===== src/hdl/mrh_pkg.sv =====
// Purpose: Shared types and constants for the run/halt group sync block
// Assumes: One card clock at 125 MHz; commands arrive as one-cycle pulses
// Notes:   Mode and status encodings are local to this block
package mrh_pkg;
  // ==========================================================
  // Mode and status enumerations
  typedef enum logic [1:0] {MRH_IND, MRH_MASTER, MRH_SLAVE, MRH_RSVD} mrh_mode_t;
  typedef enum logic [2:0] {
    MRH_ST_READY, MRH_ST_WAIT_RUN, MRH_ST_RUNNING, MRH_ST_FINISH,
    MRH_ST_RUN_DONE, MRH_ST_WAIT_OUT
  } mrh_state_t;
  // ==========================================================
  // Command pulse bundle
  typedef struct packed {
    logic run;          // Run addressed to this unit
    logic group_run;    // group_run_cmd
    logic total_run;    // total_run_cmd
    logic group_halt;   // group_halt_cmd
    logic total_halt;   // total_halt_cmd
    logic local_halt;   // Own halt: breakpoint, error, trace full, key
    logic fault_halt;   // Halt raised by breakpoint or error
  } mrh_cmd_t;
  // ==========================================================
  // Constants
  localparam logic       MRH_SYNC_ON   = 1'b1;
  localparam logic       MRH_SYNC_RST  = 1'b0;
  localparam logic [1:0] MRH_SYNC_INIT = 2'h3;
  localparam int         MRH_SYNC_LAT  = 3;
endpackage : mrh_pkg


===== src/hdl/mrh_sync.sv =====
// Purpose: Run/halt line group start and halt coordination for one card
// Assumes: Shared wired-AND line; last card fits the pull-up outside
// Notes:   Command in progress is finished when cmd_busy falls
//
// Contract
// - Slave forces start-synchronous flag to one
// - Open-collector drive: pull low or release
// - Driver enabled only for master or slave
// - Monitor on for slave or sync flag
// - Slave halts on own causes and line
// - Run commands release driver; synced units start when high
// - Synced independent waits for high line
// - Plain independent starts now; ignores group run
// - Unsynced master starts immediately on runs
// - Halted master or slave pulls line low
// - Slave finishes current command, then halts
// - Fault halts leave masters, independents running
// - Group halt stops masters, not independents
// - Total halt stops every unit
// - Record line high at stop: first stopper
// - Master or slave config pulls line low
// - Synced run command enters waiting-to-run state
// - Slave arms halt only after running
// - Running independent ignores low line
// - First stopper reports run complete, autopoll
// - Late stopper reports waiting to output
// - Global reset option drives shared reset
`timescale 1ns/10ps
module mrh_sync
  import mrh_pkg::*;
(
  // Clock and reset
  input  wire logic       clk,
  input  wire logic       rst,
  // Configuration from mp_mode_config_cmd
  input  wire logic       mp_mode_config_cmd,
  input  wire mrh_mode_t  cfg_mode,
  input  wire logic       cfg_sync,
  input  wire logic       autopoll_en,
  input  wire logic       global_reset_sel,
  input  wire logic       foreground,
  // Commands and halt causes
  input  wire mrh_cmd_t   cmd,
  input  wire logic       cmd_busy,
  // Run/halt line pin
  input  wire logic       rh_in,
  output logic            rh_out,
  output logic            rh_oe,
  // Shared reset line pin
  input  wire logic       greset_in,
  output logic            greset_out,
  output logic            greset_oe,
  // Status
  output logic            run_en,
  output mrh_state_t      status,
  output logic            first_stop,
  output logic            autopoll_req,
  output logic            mp_active,
  output logic            sync_flag,
  output logic            drv_en,
  output logic            mon_en,
  output logic            unit_reset
);
  // ==========================================================
  // Line synchroniser
  logic       rh_meta;     // First stage, read only by rh_sync
  logic       rh_sync;     // Usable line level
  logic       rh_prev;     // Delayed copy for edge detect
  always_ff @(posedge clk or posedge rst) begin
    if (rst) begin
      rh_meta <= MRH_SYNC_INIT[0];
      rh_sync <= MRH_SYNC_INIT[1];
      rh_prev <= MRH_SYNC_INIT[1];
    end else begin
      rh_meta <= rh_in;
      rh_sync <= rh_meta;
      rh_prev <= rh_sync;
    end
  end
  wire rh_fall = rh_prev & ~rh_sync;
  // ==========================================================
  // Configuration state
  mrh_mode_t  mode;        // Current processor mode
  logic       sync_raw;    // Separately written flag
  logic       mp_on;       // Multiprocessing mode active
  mrh_mode_t  next_mode;
  logic       next_sync_raw;
  logic       next_mp_on;
  // Shared reset pulse also clears mp mode, under the global option only
  wire        greset_hit = global_reset_sel & greset_in;
  always_comb begin
    next_mode     = mode;
    next_sync_raw = sync_raw;
    next_mp_on    = mp_on;
    if (greset_hit) begin
      next_mode     = MRH_IND;
      next_sync_raw = MRH_SYNC_RST;
      next_mp_on    = 1'b0;
    end else if (mp_mode_config_cmd) begin
      // Reserved code falls back to independent
      next_mode     = (cfg_mode == MRH_RSVD) ? MRH_IND : cfg_mode;
      next_sync_raw = cfg_sync;
      next_mp_on    = 1'b1;
    end
  end
  always_ff @(posedge clk or posedge rst) begin
    if (rst) begin
      mode     <= MRH_IND;
      sync_raw <= MRH_SYNC_RST;
      mp_on    <= 1'b0;
    end else begin
      mode     <= next_mode;
      sync_raw <= next_sync_raw;
      mp_on    <= next_mp_on;
    end
  end
  // Derived configuration
  wire is_slave  = (mode == MRH_SLAVE);
  wire is_master = (mode == MRH_MASTER);
  wire is_ind    = (mode == MRH_IND);
  assign sync_flag = is_slave ? MRH_SYNC_ON : sync_raw;
  assign drv_en    = is_master | is_slave;
  assign mon_en    = is_slave | sync_flag;
  // ==========================================================
  // Run/halt state machine
  mrh_state_t state;
  logic       pull;        // Driver pulling line low
  logic       armed;       // Slave halt mechanism armed
  logic       first;       // Stopped with line high
  logic       poll;        // Autopoll request
  mrh_state_t next_state;
  logic       next_pull;
  logic       next_armed;
  logic       next_first;
  logic       next_poll;
  logic       any_run;
  logic       do_run;
  logic       halt_req;
  logic       line_halt;
  always_comb begin
    // Which run commands this unit accepts
    any_run = cmd.run | cmd.total_run | cmd.group_run;
    do_run  = (is_ind & ~sync_flag) ? (cmd.run | cmd.total_run) : any_run;
    // Halts: masters ignore line; independents ignore line and group halt
    line_halt = is_slave & armed & rh_fall & ~cmd.fault_halt;
    halt_req  = cmd.local_halt | cmd.total_halt
              | (cmd.group_halt & ~is_ind);
    next_state = state;
    next_pull  = pull;
    next_armed = armed;
    next_first = first;
    next_poll  = 1'b0;
    if (greset_hit) begin
      next_state = MRH_ST_READY;
      next_pull  = 1'b0;
      next_armed = 1'b0;
    end else if (mp_mode_config_cmd) begin
      next_state = MRH_ST_READY;
      next_pull  = (cfg_mode == MRH_MASTER) | (cfg_mode == MRH_SLAVE);
      next_armed = 1'b0;
    end else begin
      case (state)
        MRH_ST_READY, MRH_ST_RUN_DONE, MRH_ST_WAIT_OUT: begin
          if (state == MRH_ST_WAIT_OUT && foreground) begin
            next_state = MRH_ST_READY;
          end
          if (do_run) begin
            next_pull  = 1'b0;
            next_state = MRH_ST_WAIT_RUN;
            // Unsynced master or independent start at once
            if (~sync_flag) begin
              next_state = MRH_ST_RUNNING;
              next_armed = is_slave;
            end
          end
        end
        MRH_ST_WAIT_RUN: begin
          if (halt_req) begin
            next_state = MRH_ST_READY;
            next_pull  = drv_en;
          end else if (rh_sync) begin
            next_state = MRH_ST_RUNNING;
            next_armed = is_slave;
          end
        end
        MRH_ST_RUNNING: begin
          if (halt_req) begin
            next_state = MRH_ST_FINISH;
          end else if (line_halt) begin
            next_state = MRH_ST_FINISH;
          end
        end
        MRH_ST_FINISH: begin
          // Current command completes before the stop lands
          if (~cmd_busy) begin
            next_pull  = drv_en;
            next_armed = 1'b0;
            next_first = rh_sync;
            if (rh_sync) begin
              next_state = MRH_ST_RUN_DONE;
              next_poll  = autopoll_en;
            end else begin
              next_state = MRH_ST_WAIT_OUT;
            end
          end
        end
        default: next_state = MRH_ST_READY;
      endcase
    end
  end
  always_ff @(posedge clk or posedge rst) begin
    if (rst) begin
      state <= MRH_ST_READY;
      pull  <= 1'b0;
      armed <= 1'b0;
      first <= 1'b0;
      poll  <= 1'b0;
    end else begin
      state <= next_state;
      pull  <= next_pull;
      armed <= next_armed;
      first <= next_first;
      poll  <= next_poll;
    end
  end
  // ==========================================================
  // Outputs
  // Open collector: data is always low, only the enable moves
  assign rh_out       = 1'b0;
  assign rh_oe        = pull & drv_en;
  assign run_en       = (state == MRH_ST_RUNNING) | (state == MRH_ST_FINISH);
  assign status       = state;
  assign first_stop   = first;
  assign autopoll_req = poll;
  assign mp_active    = mp_on;
  // Local reset stays local; global one pulls the shared line
  assign greset_out   = 1'b0;
  assign greset_oe    = global_reset_sel & rst;
  assign unit_reset   = rst | greset_hit;
  // ==========================================================
  // Checks
  property p_ind_never_drives;
    @(posedge clk) disable iff (rst) is_ind |-> !rh_oe;
  endproperty
  a_ind_never_drives: assert property (p_ind_never_drives)
    else $error("independent unit drives line");
  property p_slave_sync;
    @(posedge clk) disable iff (rst) is_slave |-> sync_flag && mon_en;
  endproperty
  a_slave_sync: assert property (p_slave_sync)
    else $error("slave without sync flag");
  property p_cfg_pull;
    @(posedge clk) disable iff (rst)
      (mp_mode_config_cmd && !greset_hit && (cfg_mode == MRH_MASTER || cfg_mode == MRH_SLAVE))
      |=> rh_oe;
  endproperty
  a_cfg_pull: assert property (p_cfg_pull)
    else $error("config did not pull line");
  property p_run_release;
    @(posedge clk) disable iff (rst)
      (state == MRH_ST_READY && do_run && !mp_mode_config_cmd && !greset_hit) |=> !rh_oe;
  endproperty
  a_run_release: assert property (p_run_release)
    else $error("run did not release line");
  property p_wait_low;
    @(posedge clk) disable iff (rst)
      (state == MRH_ST_WAIT_RUN && !rh_sync && !mp_mode_config_cmd && !greset_hit)
      |=> !run_en;
  endproperty
  a_wait_low: assert property (p_wait_low)
    else $error("started with line low");
  property p_ind_line;
    @(posedge clk) disable iff (rst)
      (is_ind && state == MRH_ST_RUNNING && !halt_req && !mp_mode_config_cmd
       && !greset_hit) |=> state == MRH_ST_RUNNING;
  endproperty
  a_ind_line: assert property (p_ind_line)
    else $error("independent stopped without request");
  property p_halt_pull;
    @(posedge clk) disable iff (rst)
      (state == MRH_ST_FINISH && !cmd_busy && drv_en && !mp_mode_config_cmd
       && !greset_hit) |=> rh_oe;
  endproperty
  a_halt_pull: assert property (p_halt_pull)
    else $error("halted unit left line released");
  property p_first;
    @(posedge clk) disable iff (rst)
      (state == MRH_ST_FINISH && !cmd_busy && !mp_mode_config_cmd && !greset_hit)
      |=> first_stop == $past(rh_sync);
  endproperty
  a_first: assert property (p_first)
    else $error("first stop flag wrong");
  property p_busy_hold;
    @(posedge clk) disable iff (rst)
      (state == MRH_ST_FINISH && cmd_busy && !mp_mode_config_cmd && !greset_hit)
      |=> state == MRH_ST_FINISH;
  endproperty
  a_busy_hold: assert property (p_busy_hold)
    else $error("halted before command finished");
endmodule : mrh_sync


===== config.mk =====
export PLATFORM = sky130hd
export DESIGN_NAME = mrh_sync
export DESIGN_NICKNAME = d
export VERILOG_FILES = /design/src/hdl/mrh_pkg.sv /design/src/hdl/mrh_sync.sv
export SDC_FILE = /design/constraint.sdc
export NUM_CORES = 1
export LEC_CHECK = 0
export BUFFER_PORTS_ARGS = -buffer_cell sky130_fd_sc_hd__buf_2
export CAP_MARGIN = 20
export CORE_MARGIN = 2
export CORE_UTILIZATION = 25
export DETAILED_ROUTE_END_ITERATION = 8
export GPL_TIMING_DRIVEN = 0
export PLACE_DENSITY_LB_ADDON = 0.15
export SLEW_MARGIN = 10
export SYNTH_ARGS = -nofsm -noshare
export SYNTH_HDL_FRONTEND = slang
export SYNTH_SLANG_ARGS = --single-unit

===== constraint.sdc =====
create_clock -name clk -period 4.9 [get_ports clk]
set_input_delay 0.49 -clock clk [delete_from_list [all_inputs] [get_ports clk]]
set_output_delay 0.49 -clock clk [all_outputs]
set_load 0.1 [all_outputs]

==> summary.txt <==
Status: finished, final reports clean
GPL Wtd Cong: 0.845
Register-to-Register Path Depth: 7
GR Util All Layers: 11.7%
Multiplexer area fraction after synthesis: 5.67%
# DRC: 0
Largest family of logic cells by synthesized area: compound AO/OA/AOI/OAI gates
Post-route ant nets: 0
Die H: 67.0 um
Post-CTS setup buffers: 0
Syn Inst Count: 106
FF-to-FF End: armed
Final setup TNS: 0 ps
Max Cap Viol: 0
Worst VDD drop: 0.113 mV
Initial Util: 26.5%
CTS tree: yes
Sequential power share: 31.4%
Met3 wire len: 135 um
Pint: 244 uW
Rel. slew slack: 62.4%
Routed len/inst: 12.7 um
Max-slew violations: 0
Die Wd: 67.0 um
Share of cells above drive strength 1: 39.0%
Compound-gate portion of the synthesized area: 24.2%
Antenna violations before repair: 0
Hold buffers post-CTS: 0
Synth Cell Area: 993 um2
Clock Sinks: 14
Met1 WL: 1110 um
Final-stage net count: 165
Commonest non-fill, non-tap cell in the layout: buf_2
Syn_area_per_cell: 9.37 um2
Final hold violation count: 0
Worst Hold Class: primary input to async pin
Sequential area share after synthesis: 35.6%
Met2 Routed Length: 1150 um
Distinct cells, synth: 45
Clock insertion delay at the later pin of the skew report: 240 ps
Leakage: 0.000613 uW
Syn-to-layout area delta: 27.1%
Post-Synth XOR/XNOR Area: 0%
Post-synth EDFFs: 0
Period utilization: 44.0%
Grt ovf: 0
Min Tclk post-route: 2150 ps
Worst-path fanout max: 6
Largest net degree at the start of global routing: 16
Clk_skew: 1.35 ps
Min Hold Slack: 303 ps
Post-DP HPWL: 1950 um
CTS Buffer Depth: 2
Main flop type after synthesis: dfrtp_1
Worst Tran Pin Value: 563 ps
Clk root buf: clkbuf_8
Crit Reg-Reg Startpoint: mode[0]
Vias in the first global route: 869
Synth Warn #: 0
R2R setup slack: 3070 ps
CP max stage delay: 410 ps
Diodes inserted: 0
WL final: 2410 um
Worst-path clk slew: 60 ps
Quantity of gates resized following cts: 0
Worst path slowest cell: buf_2
# IOs: 34
# fillers: 414
Setup Viol. Count Final: 0
CP cell instances: inv_1, ha_1, or2_1, buf_6, buf_4, buf_2
Die area: 0.00449 mm2
Net Switching: 191 uW
Post-synthesis simple-gate area fraction: 20.3%
Vias per cell: 4.61
Row cnt: 22
Fmax: 0.464 GHz
CP Capture Type: output port
Global-route wire length before repair: 4000 um
Commonest cells after routing, fill and taps aside: 31 x buf_2, 11 x dfrtp_1, 10 x inv_1, 10 x nor2_1, 10 x nand2_1
Worst EP required: 4410 ps
DR top layer: met4
Ys async rst share: 100%
Register bit total from synthesis: 14
H-tree lvl count: 1
Synth Area in Adders: 5.04%
Initial DRC count: 23
CP Data Arrival Time: 1660 ps
Setup Crit Path Kind: register to output port
Clock Power Share: 25.3%
DR vias: 871
Sw frac: 43.8%
Combinational power share: 43.3%
Total CTS buffers: 3
Core box area: 0.00374 mm2
Crit path launch type: register
IO buf count: 30
RSZ-0062 raised after global routing: no
DR pass1 iterations: 4
P per Cell Area: 345 mW/mm2
## worst max-delay path: cells and delay by family, from the launching register on
kind / cells / cell delay [ps]
adder cells (fa/ha/maj): 1 / 210
buffers and inverters: 4 / 710
AND/OR/NAND/NOR: 1 / 140
flip-flops: 1 / 380
## routing by layer
metal / vias to the layer above / track usage (%)
met5: - / 0
li1: 438 / -
met1: 407 / 14.3
met3: 2 / 2.20
met2: 24 / 20.0
met4: 0 / 4.85
## how the worst max path moves through the flow
| stage | startpoint | end | slack, ps | depth (start not counted) |
|---|---|---|---|---|
| 5_1_grt | mode[0] | sync_flag | 2660 | 6 |
| 4_1_cts | mode[0] | sync_flag | 2720 | 6 |
| 3_3_place_gp | rst | unit_reset | 2960 | 4 |
| 6_report | mode[0] | sync_flag | 2750 | 6 |
| 3_5_place_dp | rst | unit_reset | 2940 | 4 |
| 2_1_floorplan | mode[1] | rh_oe | 2310 | 3 |
## state kept, by name (all words and copies together), names as in the netlist
| signal | cells |
|---|---|
| pull | 1 |
| first_stop | 1 |
| status | 3 |
| rh_sync | 1 |
| mode | 2 |
| rh_prev | 1 |
| armed | 1 |
| autopoll_req | 1 |
| mp_active | 1 |
| rh_meta | 1 |
| sync_raw | 1 |
## power by group through the flow
stage | clock network (uW) | registers [uW] | logic [uW]
after CTS | 115 | 137 | 190
after detailed placement | 0 | 138 | 189
after global routing | 120 | 138 | 201
after floorplan | 0 | 172 | 119
after global placement | 0 | 138 | 188
final | 110 | 136 | 188
## cells by family (layout without fill, tap and decap cells)
kind of cell               Yosys count  in the layout
buffers and inverters               16             50
DFF                                 14             14
AOI/OAI and AO/OA                   31             31
other                                1              2
muxes                                5              5
adders and majority gates            4              4
and+or+nand+nor                     35             35
## Yosys cell counts (2+ instances only)
library cell  number  share of area [%]
a21oi_1            7                3.5
and2_1             2                1.3
buf_4              3                2.3
buf_6              2                2.3
dfrtp_1           11                 28
dfstp_2            3                7.9
ha_1               4                5.0
inv_1             10                3.8
mux2i_1            3                3.0
nand2_1           10                3.8
nand3b_1           2                1.5
nor2_1            10                3.8
o21a_1             2                1.5
o21ai_0            4                2.0
o21ai_1            2                1.0
o22a_1             2                1.8
## final cells by class
type | instances | area, um2 | area share, %
multi-input combinational | 77 | 556 | 44.0
clock buffer | 4 | 55.1 | 4.36
sequential | 14 | 354 | 28.0
buffer | 6 | 50.0 | 3.96
inverter | 10 | 37.5 | 2.97
tap | 48 | 60.1 | 4.76
timing repair buffer | 30 | 150 | 11.9
## per-stage QoR
stage,worst slack (ps),util (%),instances,cell area [um2],power [uW]
global route,2660,33.7,189,1260,459
detailed placement,2940,32.3,185,1210,327
floorplan,2310,-,107,997,290
CTS,2720,33.7,189,1260,441
finish,2750,33.7,189,1260,435
global placement,2960,32.3,185,1210,326
Note: power is estimated with default switching activity, not from simulation.
